### src/core/bc_regs.svh
// Purpose: Offsets, fields, resets and timing counts
// Assumes: 10 MHz clock, 16-byte register window
// Notes: Definitions only
`ifndef BC_REGS_SVH
`define BC_REGS_SVH

// Register byte offsets
`define BC_ADDR_W 4
`define BC_OFS_CTRL 4'h0
`define BC_OFS_STATUS 4'h4

// Control register fields
`define BC_CTRL_RUN_BIT 0
`define BC_CTRL_RESET 1'h1

// Status register fields
`define BC_ST_B1_BIT 0
`define BC_ST_B2_BIT 1
`define BC_ST_SPECIAL_BIT 2
`define BC_ST_TP_LSB 4
`define BC_ST_PHASE_LSB 8

// Timing
`define BC_CLK_NS 100
`define BC_QUARTER_NS 250
`define BC_QUARTER_CYC ((`BC_QUARTER_NS + `BC_CLK_NS - 1) / `BC_CLK_NS)
`define BC_TP_LAST 4'hc
`define BC_TP_FIRST 4'h1
`define BC_TP_SPECIAL_TEST 4'h7
`define BC_TP_ADDR_READ 4'h8
`define BC_TP_SPECIAL_CLEAR 4'hc

// Special order codes held in the buffer register, minus zero on the write lines
`define BC_CODE_RELEASE 16'h0003
`define BC_CODE_INHIBIT 16'h0004
`define BC_CODE_EXTEND 16'h0006
`define BC_MINUS_ZERO 16'hffff

`endif

### src/core/bc_pkg.sv
// Purpose: State types
// Assumes: Constants come from bc_regs.svh
// Notes: One packed struct per module
package bc_pkg;

    typedef struct packed {
        logic [3:0] cnt;
        logic [3:0] phase;
        logic [3:0] tp;
        logic entry;
    } bc_timer_state_type;

    typedef struct packed {
        logic state;
    } bc_cell_state_type;

    typedef struct packed {
        logic waitreq;
        logic [31:0] rdata;
        logic run;
        logic under;
        logic over;
        logic special;
        logic rel;
        logic inh;
        logic ext;
        logic ext_pend_set;
        logic inh_set;
        logic inh_clr;
        logic zsel;
        logic gsel;
        logic pc_rd;
        logic stage;
        logic buf_rd;
        logic b_wr;
        logic dec01;
        logic dec_diff;
        logic dec10;
        logic dec00;
        logic mon1;
        logic mon2;
        logic [1:0] indicator;
    } bc_top_state_type;

endpackage

### src/core/bc_branch_cell.sv
// Purpose: One branch flip-flop with clear and set strobes
// Assumes: Clear and set come from phase-gated test pulses
// Notes: Set after clear in one strobe leaves the cell set
`timescale 1ns/1ns
`include "bc_regs.svh"

module bc_branch_cell
(
    // Clock and reset
    input wire logic i_clk_sys,
    input wire logic i_rst_b,
    // Strobes
    input wire logic i_clear,
    input wire logic i_set,
    // State
    output logic o_state,
    output logic o_state_nxt
);
    import bc_pkg::*;

    bc_cell_state_type s_r;
    bc_cell_state_type s_nxt;

    always_comb
    begin
        s_nxt = s_r;
        if (i_clear)
        begin
            s_nxt.state = 1'h0;
        end
        // A set seen together with its clear still lands
        if (i_set)
        begin
            s_nxt.state = 1'h1;
        end
    end

    always_ff @(posedge i_clk_sys or negedge i_rst_b)
    begin
        if (!i_rst_b)
        begin
            s_r <= '0;
        end
        else
        begin
            s_r <= s_nxt;
        end
    end

    assign o_state = s_r.state;
    assign o_state_nxt = s_nxt.state;

endmodule

### src/core/bc_branch_control.sv
// Purpose: Branch flip-flops, decoder and special instruction logic
// Assumes: Test pulses and fetch enable held level for a time period
// Notes: Registers on Avalon-MM
//
// Operation
// - Bit 16 one, bit 15 zero flags negative overflow
// - Overflow test clears both, branch one sets after
// - Bit 16 zero, bit 15 one sets branch two
// - Low register bit test: reset, then set if one
// - Sign test one: reset, set if write sign
// - Indicators show branch two then branch one
// - Branch two cleared before any new load
// - Plus zero test: clear, set on plus zero
// - Minus zero test: clear, set on all ones
// - Sign test two: clear, set if negative
// - Monitor output follows branch two
// - Decoder gives states 01, differ, 10, 00
// - Special codes 3, 4, 6 decoded from buffer
// - Recognition only while special decode enabled
// - At T07 raise release, inhibit or extend
// - Special flag set at T07, reset T12
// - At T08 read pulse picks Z or G
// - Z select gives program counter, stage two
// - G select gives buffer read, write B
// - Extend pulse sets extend pending flag
// - Inhibit sets, release clears interrupt inhibit
//
// The placing of the registers and the Avalon-MM interface to the registers were chosen for this implementation.
`timescale 1ns/1ns
`include "bc_regs.svh"

module bc_branch_control
(
    // Clock and reset
    input wire logic i_clk_sys,
    input wire logic i_rst_b,
    // Avalon-MM slave
    input wire logic [3:0] i_avm_address,
    input wire logic i_avm_read,
    input wire logic i_avm_write,
    input wire logic [31:0] i_avm_writedata,
    input wire logic [3:0] i_avm_byteenable,
    output logic [31:0] o_avm_readdata,
    output logic o_avm_waitrequest,
    // Test pulses from the sequence generator
    input wire logic i_overflow_test_pulse,
    input wire logic i_low_reg_bit_test_pulse,
    input wire logic i_sign_test_pulse_one,
    input wire logic i_sign_test_pulse_two,
    input wire logic i_plus_zero_test_pulse,
    input wire logic i_minus_zero_test_pulse,
    // Tested data
    input wire logic [15:0] i_write_lines,
    input wire logic i_low_reg_bit_signal,
    input wire logic i_buffer_is_plus_zero,
    input wire logic [15:0] i_buffer_reg,
    input wire logic i_special_decode_enable,
    // Timing
    output logic [3:0] o_phase,
    output logic [3:0] o_time_pulse,
    output logic o_phase_entry,
    // Branch states and decoder
    output logic o_branch_one_state,
    output logic o_branch_two_state,
    output logic o_negative_overflow_signal,
    output logic o_positive_overflow_signal,
    output logic o_decode_state_01,
    output logic o_decode_states_differ,
    output logic o_decode_state_10,
    output logic o_decode_state_00,
    // Peripheral equipment
    output logic o_branch_one_monitor,
    output logic o_branch_two_monitor,
    output logic [1:0] o_indicator,
    // Special instruction path
    output logic o_special_flag,
    output logic o_release_recognised_pulse,
    output logic o_inhibit_recognised_pulse,
    output logic o_extend_recognised_pulse,
    output logic o_extend_pending_set,
    output logic o_interrupt_inhibit_set,
    output logic o_interrupt_inhibit_clear,
    output logic o_read_z_select,
    output logic o_read_g_select,
    output logic o_read_program_counter_pulse,
    output logic o_stage_two_pulse,
    output logic o_read_buffer_pulse,
    output logic o_write_b_pulse
);
    import bc_pkg::*;

    bc_top_state_type s_r;
    bc_top_state_type s_nxt;

    logic [3:0] phase;
    logic [3:0] tp;
    logic entry;
    logic b1;
    logic b2;
    logic b1_nxt;
    logic b2_nxt;
    logic b1_clear;
    logic b1_set;
    logic b2_clear;
    logic b2_set;
    logic at_ph2;
    logic at_ph3;
    logic at_ph4;
    logic under;
    logic over;
    logic wl_sign;
    logic minus_zero;
    logic recog;
    logic code_rel;
    logic code_inh;
    logic code_ext;
    logic at_t07;
    logic at_t08;
    logic at_t12;
    logic bus_req;
    logic bus_done;

    bc_phase_timer u_timer
    (
        .i_clk_sys(i_clk_sys),
        .i_rst_b(i_rst_b),
        .i_run(s_r.run),
        .o_phase(phase),
        .o_time_pulse(tp),
        .o_phase_entry(entry)
    );

    // Strobes fall on the first cycle of each quarter
    assign at_ph2 = entry & phase[1];
    assign at_ph3 = entry & phase[2];
    assign at_ph4 = entry & phase[3];

    assign wl_sign = i_write_lines[15];
    assign under = i_write_lines[15] & ~i_write_lines[14];
    assign over = ~i_write_lines[15] & i_write_lines[14];
    assign minus_zero = (i_write_lines == `BC_MINUS_ZERO);

    // Overflow test clears in phase two, result lands in phase three
    assign b1_clear = (i_overflow_test_pulse & at_ph2)
        | ((i_low_reg_bit_test_pulse | i_sign_test_pulse_one) & at_ph3);
    assign b1_set = (i_overflow_test_pulse & at_ph3 & under)
        | (i_low_reg_bit_test_pulse & at_ph4 & i_low_reg_bit_signal)
        | (i_sign_test_pulse_one & at_ph4 & wl_sign);

    // Every load of branch two follows its own clear strobe
    assign b2_clear = (i_overflow_test_pulse & at_ph2)
        | ((i_plus_zero_test_pulse | i_minus_zero_test_pulse
        | i_sign_test_pulse_two) & at_ph3);
    assign b2_set = (i_overflow_test_pulse & at_ph3 & over)
        | (i_plus_zero_test_pulse & at_ph4 & i_buffer_is_plus_zero)
        | (i_minus_zero_test_pulse & at_ph4 & minus_zero)
        | (i_sign_test_pulse_two & at_ph4 & wl_sign);

    bc_branch_cell u_branch_one
    (
        .i_clk_sys(i_clk_sys),
        .i_rst_b(i_rst_b),
        .i_clear(b1_clear),
        .i_set(b1_set),
        .o_state(b1),
        .o_state_nxt(b1_nxt)
    );

    bc_branch_cell u_branch_two
    (
        .i_clk_sys(i_clk_sys),
        .i_rst_b(i_rst_b),
        .i_clear(b2_clear),
        .i_set(b2_set),
        .o_state(b2),
        .o_state_nxt(b2_nxt)
    );

    // Special instruction timing points
    assign at_t07 = entry & phase[0] & (tp == `BC_TP_SPECIAL_TEST);
    assign at_t08 = entry & phase[0] & (tp == `BC_TP_ADDR_READ);
    assign at_t12 = entry & phase[0] & (tp == `BC_TP_SPECIAL_CLEAR);
    assign recog = at_t07 & i_special_decode_enable;
    assign code_rel = (i_buffer_reg == `BC_CODE_RELEASE);
    assign code_inh = (i_buffer_reg == `BC_CODE_INHIBIT);
    assign code_ext = (i_buffer_reg == `BC_CODE_EXTEND);

    // Bus answers one cycle after the request is seen
    assign bus_req = i_avm_read | i_avm_write;
    assign bus_done = bus_req & ~s_r.waitreq;

    always_comb
    begin
        s_nxt = s_r;

        // Branch decoder registered alongside the branch cells
        s_nxt.dec01 = ~b1_nxt & b2_nxt;
        s_nxt.dec_diff = b1_nxt ^ b2_nxt;
        s_nxt.dec10 = b1_nxt & ~b2_nxt;
        s_nxt.dec00 = ~b1_nxt & ~b2_nxt;
        s_nxt.mon1 = b1_nxt;
        s_nxt.mon2 = b2_nxt;
        s_nxt.indicator = {b2_nxt, b1_nxt};
        s_nxt.under = under;
        s_nxt.over = over;

        // Recognition pulses last one clock
        s_nxt.rel = recog & code_rel;
        s_nxt.inh = recog & code_inh;
        s_nxt.ext = recog & code_ext;
        s_nxt.ext_pend_set = recog & code_ext;
        s_nxt.inh_set = recog & code_inh;
        s_nxt.inh_clr = recog & code_rel;

        // Set beats the T12 clear if both ever coincide
        if (recog & (code_rel | code_inh | code_ext))
        begin
            s_nxt.special = 1'h1;
        end
        else if (at_t12)
        begin
            s_nxt.special = 1'h0;
        end

        // Address read steers the fetch path by the special flag
        s_nxt.zsel = at_t08 & i_special_decode_enable & s_r.special;
        s_nxt.gsel = at_t08 & i_special_decode_enable & ~s_r.special;
        s_nxt.pc_rd = s_r.zsel;
        s_nxt.stage = s_r.zsel;
        s_nxt.buf_rd = s_r.gsel;
        s_nxt.b_wr = s_r.gsel;

        // Register access
        s_nxt.waitreq = ~(bus_req & s_r.waitreq);
        if (bus_req & s_r.waitreq)
        begin
            s_nxt.rdata = 32'h0;
            if (i_avm_read)
            begin
                case (i_avm_address)
                    `BC_OFS_CTRL:
                    begin
                        s_nxt.rdata[`BC_CTRL_RUN_BIT] = s_r.run;
                    end
                    `BC_OFS_STATUS:
                    begin
                        s_nxt.rdata[`BC_ST_B1_BIT] = b1;
                        s_nxt.rdata[`BC_ST_B2_BIT] = b2;
                        s_nxt.rdata[`BC_ST_SPECIAL_BIT] = s_r.special;
                        s_nxt.rdata[`BC_ST_TP_LSB +: 4] = tp;
                        s_nxt.rdata[`BC_ST_PHASE_LSB +: 4] = phase;
                    end
                    default:
                    begin
                        s_nxt.rdata = 32'h0;
                    end
                endcase
            end
        end
        // Write lands on the edge that sees waitrequest low
        if (bus_done & i_avm_write & i_avm_byteenable[0]
            & (i_avm_address == `BC_OFS_CTRL))
        begin
            s_nxt.run = i_avm_writedata[`BC_CTRL_RUN_BIT];
        end
    end

    always_ff @(posedge i_clk_sys or negedge i_rst_b)
    begin
        if (!i_rst_b)
        begin
            s_r <= '0;
            s_r.waitreq <= 1'h1;
            s_r.run <= `BC_CTRL_RESET;
            s_r.dec00 <= 1'h1;
        end
        else
        begin
            s_r <= s_nxt;
        end
    end

    // Timing and branch cells are flops inside the leaves
    assign o_phase = phase;
    assign o_time_pulse = tp;
    assign o_phase_entry = entry;
    assign o_branch_one_state = b1;
    assign o_branch_two_state = b2;

    assign o_avm_readdata = s_r.rdata;
    assign o_avm_waitrequest = s_r.waitreq;
    assign o_negative_overflow_signal = s_r.under;
    assign o_positive_overflow_signal = s_r.over;
    assign o_decode_state_01 = s_r.dec01;
    assign o_decode_states_differ = s_r.dec_diff;
    assign o_decode_state_10 = s_r.dec10;
    assign o_decode_state_00 = s_r.dec00;
    assign o_branch_one_monitor = s_r.mon1;
    assign o_branch_two_monitor = s_r.mon2;
    assign o_indicator = s_r.indicator;
    assign o_special_flag = s_r.special;
    assign o_release_recognised_pulse = s_r.rel;
    assign o_inhibit_recognised_pulse = s_r.inh;
    assign o_extend_recognised_pulse = s_r.ext;
    assign o_extend_pending_set = s_r.ext_pend_set;
    assign o_interrupt_inhibit_set = s_r.inh_set;
    assign o_interrupt_inhibit_clear = s_r.inh_clr;
    assign o_read_z_select = s_r.zsel;
    assign o_read_g_select = s_r.gsel;
    assign o_read_program_counter_pulse = s_r.pc_rd;
    assign o_stage_two_pulse = s_r.stage;
    assign o_read_buffer_pulse = s_r.buf_rd;
    assign o_write_b_pulse = s_r.b_wr;

endmodule

### src/core/bc_phase_timer.sv
// Purpose: Quarter phases and time pulses
// Assumes: Quarter rounded up to whole cycles
// Notes: Holds still while run is low
`timescale 1ns/1ns
`include "bc_regs.svh"

module bc_phase_timer
(
    // Clock and reset
    input wire logic i_clk_sys,
    input wire logic i_rst_b,
    // Control
    input wire logic i_run,
    // Timing outputs
    output logic [3:0] o_phase,
    output logic [3:0] o_time_pulse,
    output logic o_phase_entry
);
    import bc_pkg::*;

    localparam logic [3:0] QUARTER_LAST = 4'(`BC_QUARTER_CYC - 1);

    bc_timer_state_type s_r;
    bc_timer_state_type s_nxt;

    always_comb
    begin
        s_nxt = s_r;
        s_nxt.entry = 1'h0;
        if (i_run)
        begin
            if (s_r.cnt == QUARTER_LAST)
            begin
                s_nxt.cnt = 4'h0;
                s_nxt.entry = 1'h1;
                s_nxt.phase = {s_r.phase[2:0], s_r.phase[3]};
                if (s_r.phase[3])
                begin
                    s_nxt.tp = (s_r.tp == `BC_TP_LAST) ? `BC_TP_FIRST
                        : s_r.tp + 4'h1;
                end
            end
            else
            begin
                s_nxt.cnt = s_r.cnt + 4'h1;
            end
        end
    end

    always_ff @(posedge i_clk_sys or negedge i_rst_b)
    begin
        if (!i_rst_b)
        begin
            s_r.cnt <= 4'h0;
            s_r.phase <= 4'h1;
            s_r.tp <= `BC_TP_FIRST;
            s_r.entry <= 1'h0;
        end
        else
        begin
            s_r <= s_nxt;
        end
    end

    assign o_phase = s_r.phase;
    assign o_time_pulse = s_r.tp;
    assign o_phase_entry = s_r.entry;

endmodule

### config.mk
export PLATFORM = sky130hd
export DESIGN_NAME = bc_branch_control
export DESIGN_NICKNAME = d
export VERILOG_FILES = /design/src/core/bc_pkg.sv /design/src/core/bc_branch_cell.sv /design/src/core/bc_branch_control.sv /design/src/core/bc_phase_timer.sv
export VERILOG_INCLUDE_DIRS = /design/src /design/src/core
export SDC_FILE = /design/constraint.sdc
export NUM_CORES = 1
export LEC_CHECK = 0
export BUFFER_PORTS_ARGS = -buffer_cell sky130_fd_sc_hd__buf_2
export CORE_ASPECT_RATIO = 1.25
export CORE_MARGIN = 10
export CORE_UTILIZATION = 41
export DETAILED_ROUTE_END_ITERATION = 8
export PLACE_DENSITY_LB_ADDON = 0.3
export SYNTH_ARGS = -nofsm -noshare
export SYNTH_HDL_FRONTEND = slang
export SYNTH_SLANG_ARGS = --single-unit
### constraint.sdc
create_clock -name i_clk_sys -period 1.7 [get_ports i_clk_sys]
set_clock_uncertainty 0.15 [all_clocks]
set_input_delay 0.34 -clock i_clk_sys [delete_from_list [all_inputs] [get_ports i_clk_sys]]
set_output_delay 0.34 -clock i_clk_sys [all_outputs]
set_load 0.01 [all_outputs]
==> flow_metrics.tcl, run 1 <==
set metrics [dict create \
    grt_first_pass_wirelength_mm 8.57 \
    clock-sinks 42 \
    cts_made_buffers 5 \
    critical_path.max_fanout 8 \
    yosys_register_bits 42 \
    slowest_delay_ps 440 \
    fillers 488 \
    r2r_start "u_timer.s_r[9]" \
    post_cts_buffers 0 \
    synthMuxAreaShare_pct 3.18 \
    whs_ps 66.1 \
    worstSetupEndpointType "flop" \
    fmax_mhz 633 \
    dp.cells 341 \
    core_area_sq_um 5040 \
    path_cells "and2b_1, nand4_2, mux2_1" \
    nets 377 \
    finalNonFillerCells 350 \
    synthToLayoutAreaGrowth_pct 24.4 \
    cp_num_buf_inv 0 \
    r2r_end "u_timer.o_time_pulse[1]" \
    start_util_pct 42.2 \
    hold_end "o_interrupt_inhibit_clear" \
    crit_type "flop to flop" \
    peakVddDrop_mv 0.372 \
    die_w_um 84.4 \
    syn_area_sq_um 2130 \
    gp_congestion 0.848 \
    cpMaxStageDelayCell "dfrtp_1" \
    clock-root-buffer "clkbuf_8" \
    insertion_delay_ps 290 \
    synthXorXnorAreaFrac_pct 0.824 \
    io_pins 152 \
    hold_viol 0 \
    status "finished clean" \
    ys_seq_area_share_pct 49.7 \
    avgSynthCellArea_sq_um 10.9 \
    worst_hold_path_type "primary input to flop" \
    cts_tree "done" \
    reg2regPathDepth 3 \
    initialDrtViolationCount 43 \
    die_y_um 101 \
    maxSlewViolCount 0 \
    met2_usage_pct 23.5 \
    maxCapViolCount 0 \
    cp_top_family "simple AND/OR/NAND/NOR gates" \
    port_buffers 96 \
    dieArea_sq_um 8490 \
    rows 29 \
    hp-start "i_buffer_reg[2]" \
    ys_types 40 \
    syn_inst 196 \
    cp_data_required_time_ps 1720 \
    synth_fa_ha_area_share_pct 2.94 \
    worst_ep_arrival_time_ps 1600 \
    min_period_ps 1580 \
    drcViolationCount 0 \
    grt_pass1_vias 1787 \
    path_clk_slew_ps 70 \
    crit_start "u_timer.s_r[9]" \
    setup_viol 0 \
    holdPathStages 2 \
    fin_crit_sh_pct 93.0 \
    critPathLaunchType "flop" \
    viasPerCell 4.82 \
    setup-tns-final_ps 0 \
    busiest_layer "met2" \
    n_antenna_cell 0 \
    grt_max_degree 43 \
    grt_util_met1_pct 12.0 \
    rsz0062_at_grt "true" \
    drive_above_1_share_pct 44.1 \
    powerDensity_nw_per_um2 765 \
    final_antenna_net_count 0 \
    synth_top_family_by_area "simple AND/OR/NAND/NOR gates" \
    yosys.area_share.simple_pct 17.1 \
    htreeDepth 2 \
    grt.total_usage_pct 12.3 \
    synth_compound_area_share_pct 10.4 \
    grtUsageMet3_pct 4.53 \
    vias 1686 \
    gr-total-overflow 0 \
    wl_mm 5.42 \
    leakage_nw 1.42 \
    grt_antenna_before_repair 0 \
    ys_warn_count 0 \
    post_drt_wl_per_cell_um 15.5 \
    drtPass1Iterations 4 \
    cts_max_path_buffers 2 \
    reg2reg_setup_slack_ps 120 \
    dp_hpwl_mm 4.42 \
]
layout make-up:
| class | instances | area [sq um] | share of cell area (%) |
|---|---|---|---|
| Tap cell | 62 | 77.6 | 2.93 |
| Inverter | 8 | 30.0 | 1.13 |
| Timing Repair Buffer | 106 | 571 | 21.6 |
| Clock inverter | 1 | 5.00 | 0.189 |
| Multi-Input combinational cell | 124 | 818 | 30.9 |
| Sequential cell | 42 | 1060 | 40.0 |
| Clock buffer | 7 | 86.3 | 3.26 |
flip-flops by register name (all words and copies together), names as in the netlist, 2 cells and up:
| signal | cells |
|---|---|
| u_timer.o_time_pulse | 4 |
| u_timer.o_phase | 4 |
| o_indicator | 2 |
| o_avm_readdata | 11 |
| u_timer.s_r | 4 |
metal layers:
layer | part of all wire, % | wire length [um] | vias to the layer above
li1 | - | - | 823
met3 | 7.8 | 420 | 5
met2 | 57 | 3070 | 50
met4 | 0.92 | 50 | 0
met1 | 35 | 1880 | 808
met5 | 0 | 0 | -
worst register-to-register path, cell delays in order, from the launching register on:
cell and delay (ps):
dfrtp_1 440, and2b_1 270, nand4_2 230, mux2_1 370
what timing repair did:
| action | in CTS | in global routing |
|---|---|---|
| setup endpoints to repair | 0 | 4 |
| hold buffers | 1 | 0 |
| resized for setup | 0 | 1 |
| hold endpoints to repair | 37 | 0 |
how the worst max path moves through the flow:
| stage | depth (start not counted) | end | slack [ps] |
|---|---|---|---|
| 3_5_place_dp | 6 | o_decode_state_10 | -50 |
| 3_3_place_gp | 6 | o_decode_state_10 | -60 |
| 5_1_grt | 4 | o_interrupt_inhibit_set | -20 |
| 6_report | 3 | u_timer.o_time_pulse[1] | 120 |
| 2_1_floorplan | 3 | u_timer.o_time_pulse[1] | 180 |
| 4_1_cts | 3 | u_timer.o_time_pulse[1] | 100 |
cells in the mapped netlist:
cell type / count / share of area (%)
conb_1: 1 / 0.18
nand3b_1: 1 / 0.35
nor4_2: 1 / 0.59
or4_4: 1 / 0.53
o21ai_1: 10 / 2.4
o2111ai_1: 1 / 0.41
nor4b_4: 1 / 1.1
nor4b_2: 1 / 0.71
and2_1: 1 / 0.29
ha_1: 5 / 2.9
clkbuf_1: 2 / 0.35
o31ai_1: 1 / 0.35
mux2_2: 1 / 0.53
a21oi_1: 2 / 0.47
and3_1: 1 / 0.29
nor4_1: 7 / 2.1
o21ai_0: 3 / 0.71
dfstp_2: 5 / 6.2
nand4b_1: 1 / 0.41
nor3_1: 1 / 0.24
nor2_2: 1 / 0.29
and4_1: 1 / 0.41
nand2b_1: 2 / 0.59
a31o_1: 1 / 0.41
buf_2: 2 / 0.47
and2b_1: 1 / 0.35
nand3_1: 6 / 1.4
a32o_1: 1 / 0.47
nand4_1: 8 / 2.4
nor2_1: 2 / 0.35
mux2_1: 5 / 2.6
a22o_1: 11 / 4.5
nand2_1: 17 / 3.0
inv_1: 8 / 1.4
xnor2_1: 2 / 0.82
buf_4: 38 / 13
a22oi_1: 2 / 0.71
nand4_2: 2 / 1.2
dfrtp_1: 37 / 44
nor2b_1: 2 / 0.59
stage by stage:
stage | power [mW] | setup WS [ps] | instance area [sq um] | utilization, %
2_1_floorplan | 1.28 | 178 | 2200 | -
5_1_grt | 2.13 | -18.4 | 2650 | 52.5
4_1_cts | 2.05 | 101 | 2650 | 52.4
3_5_place_dp | 1.39 | -52.4 | 2540 | 50.4
6_report | 2.03 | 120 | 2650 | 52.5
3_3_place_gp | 1.38 | -62.2 | 2540 | 50.4
power breakdown:
group          switching (mW)  total (mW)  internal [mW]
combinational           0.148       0.259          0.112
clock                   0.325       0.653          0.328
sequential             0.0620        1.11           1.05
total                   0.535        2.03           1.49
cell usage in the layout (no fill, tap or decap), drive strengths merged, types with 2 or more instances in the layout:
cell type    n
a21oi        2
a22o        11
a22oi        2
buf        105
clkbuf       7
conb        21
dfrtp       37
dfstp        5
ha           5
inv          8
mux2         6
nand2       17
nand2b       2
nand3        6
nand4       10
nor2         3
nor2b        2
nor4         8
nor4b        2
o21ai       13
xnor2        2
cells by family after synthesis:
| kind of cell | Yosys count |
|---|---|
| buf+inv | 50 |
| fa+ha+maj | 5 |
| xor+xnor | 2 |
| simple gates | 58 |
| compound gates | 32 |
| other cells | 1 |
| flops | 42 |
| mux | 6 |
Note: power is estimated with default switching activity, not from simulation.
==> inputs of run 2 (changes only) <==
--- a/config.mk
+++ b/config.mk
@@ -11,7 +11,7 @@
 export CORE_MARGIN = 10
 export CORE_UTILIZATION = 41
 export DETAILED_ROUTE_END_ITERATION = 8
-export PLACE_DENSITY_LB_ADDON = 0.3
+export PLACE_DENSITY = 0.8
 export SYNTH_ARGS = -nofsm -noshare
 export SYNTH_HDL_FRONTEND = slang
 export SYNTH_SLANG_ARGS = --single-unit
==> run 2 against run 1 <==
  * Maximum frequency fell by 3.5%
  * Utilization up 0.47 points
  * Register-to-register slack worse by 60 ps
  * Critical path depth increased by 1
  * Sequential power hardly changed
  * Sequential cell count unchanged
  * Critical endpoint is now o_interrupt_inhibit_clear
  * Largest cell class unchanged
==> flow_metrics.tcl, run 2 (same netlist as run 1, synthesis figures left out) <==
set metrics [dict create \
    critPathLaunchType "flop" \
    p_sw_mw 0.523 \
    n_antenna_cell 0 \
    placed_area_sq_um 2530 \
    setup_viol 0 \
    grt_max_degree 43 \
    clockPowerShare_pct 30.7 \
    clock-root-buffer "clkbuf_8" \
    grt.total_usage_pct 12.5 \
    worstSetupEndpointType "flop" \
    leakage_nw 1.41 \
    dp_hpwl_mm 4.51 \
    cpMaxStageDelayCell "dfstp_2" \
    insertion_delay_ps 290 \
    worst_ep_arrival_time_ps 1700 \
    initialDrtViolationCount 109 \
    slowest_delay_ps 590 \
    path_cells "ha_4, nor4b_4, nand4_4, nor3_2" \
    worst_pin_slew_ps 951 \
    drive_above_1_share_pct 45.6 \
    internal_power_mw 1.44 \
    nets 376 \
    die_y_um 101 \
    path_clk_slew_ps 70 \
    relSlewSlack_pct 36.2 \
    grt_pass1_vias 1806 \
    drcViolationCount 0 \
    rsz0062_at_grt "true" \
    largest_reg_flops 11 \
    total_power_mw 1.96 \
    power_frac_comb_pct 12.7 \
    grt_first_pass_wirelength_mm 8.69 \
    gr-total-overflow 0 \
    powerDensity_nw_per_um2 736 \
    final_area_sq_um 2670 \
    critical_path.max_fanout 5 \
    crit_type "flop to flop" \
    io_pins 152 \
    htreeDepth 2 \
    seqPwrFrac_pct 56.6 \
    final_util_pct 52.9 \
    drtPass1Iterations 4 \
    port_buffers 96 \
    grt_antenna_before_repair 0 \
    worst_hold_path_type "primary input to flop" \
    final_antenna_net_count 0 \
    dieArea_sq_um 8490 \
    cp_top_family "simple AND/OR/NAND/NOR gates" \
    min_period_ps 1640 \
    gp_congestion 0.889 \
    vias 1702 \
    cts_max_path_buffers 2 \
    synthToLayoutAreaGrowth_pct 25.5 \
    cp_data_required_time_ps 1760 \
    maxSlewViolCount 0 \
    final_cell_mix "buf_2, dfrtp_1, conb_1" \
    maxCapViolCount 0 \
    viasPerCell 4.88 \
    fmax_mhz 611 \
    rows 29 \
    clock-sinks 42 \
    fin_crit_sh_pct 96.3 \
    start_util_pct 42.2 \
    post_drt_wl_per_cell_um 15.7 \
    wl_mm 5.48 \
    hold_viol 0 \
    cts_tree "done" \
    core_area_sq_um 5040 \
    setup-tns-final_ps 0 \
    status "finished clean" \
    cp_num_buf_inv 0 \
    p_sw_share_pct 26.6 \
    die_w_um 84.4 \
    layout_commonest_cell "buf_2" \
    cts_made_buffers 5 \
    peakVddDrop_mv 0.311 \
]
==> run 2: cell count changes in the layout (fill, tap and decap cells not counted), sizes merged <==
cell    before  now
buf        105  104
clkbuf       7    6
clkinv       1    2
==> run 2: repair_timing <==
| item | in CTS | in global routing |
|---|---|---|
| cloned | 0 | 0 |
| pin swaps | 1 | 2 |
| setup buffers | 0 | 1 |
| endpoints found under the setup margin | 2 | 4 |
| hold endpoints to repair | 37 | 0 |
| hold buffers | 1 | 0 |
| resized for setup | 0 | 8 |
==> run 2: power by group through the flow <==
stage	Clock, mW	Combinational (mW)	Sequential (mW)
6_report	0.602	0.250	1.11
5_1_grt	0.665	0.283	1.12
4_1_cts	0.625	0.250	1.11
3_5_place_dp	0	0.248	1.13
3_3_place_gp	0	0.241	1.12
2_1_floorplan	0	0.154	1.12
==> run 2: final timing paths <==
kind,from,end,slack (ps),depth (start not counted)
worst max-delay path,u_timer.o_time_pulse[0],o_interrupt_inhibit_clear,60,4
worst min-delay path,i_buffer_reg[2],o_interrupt_inhibit_clear,70,2
worst max register to register,u_timer.o_time_pulse[0],o_interrupt_inhibit_clear,60,4
worst min register to register,o_read_g_select,o_write_b_pulse,230,0
max in group asynchronous,i_rst_b,o_decode_state_00,750,3
min in group asynchronous,i_rst_b,o_avm_readdata[0],390,3
==> run 2: per-layer routing <==
layer | global-route usage, % | share of wire (%) | up-vias
met1 | 12.2 | 35 | 824
met4 | 4.44 | 1.3 | 0
met2 | 23.3 | 57 | 51
li1 | - | - | 820
met3 | 5.02 | 7.0 | 7
met5 | 0 | 0 | -
==> run 2: cell type report <==
type                       count  area, sq um
fill                         459         2370
clock inverter                 2         10.0
tap                           62         77.6
clock buffer                   6         72.6
timing repair buffer         105          563
multi-input combinational    124          857
sequential                    42         1060
inverter                       8         30.0
==> run 2: per-stage QoR <==
stage	instances	setup slack, ps	hold slack, ps
6_report	349	62.4	72.2
3_5_place_dp	339	-59.9	179
4_1_cts	348	2.18	64.6
5_1_grt	349	-27.0	74.0
2_1_floorplan	216	178	-106
3_3_place_gp	339	-39.7	177
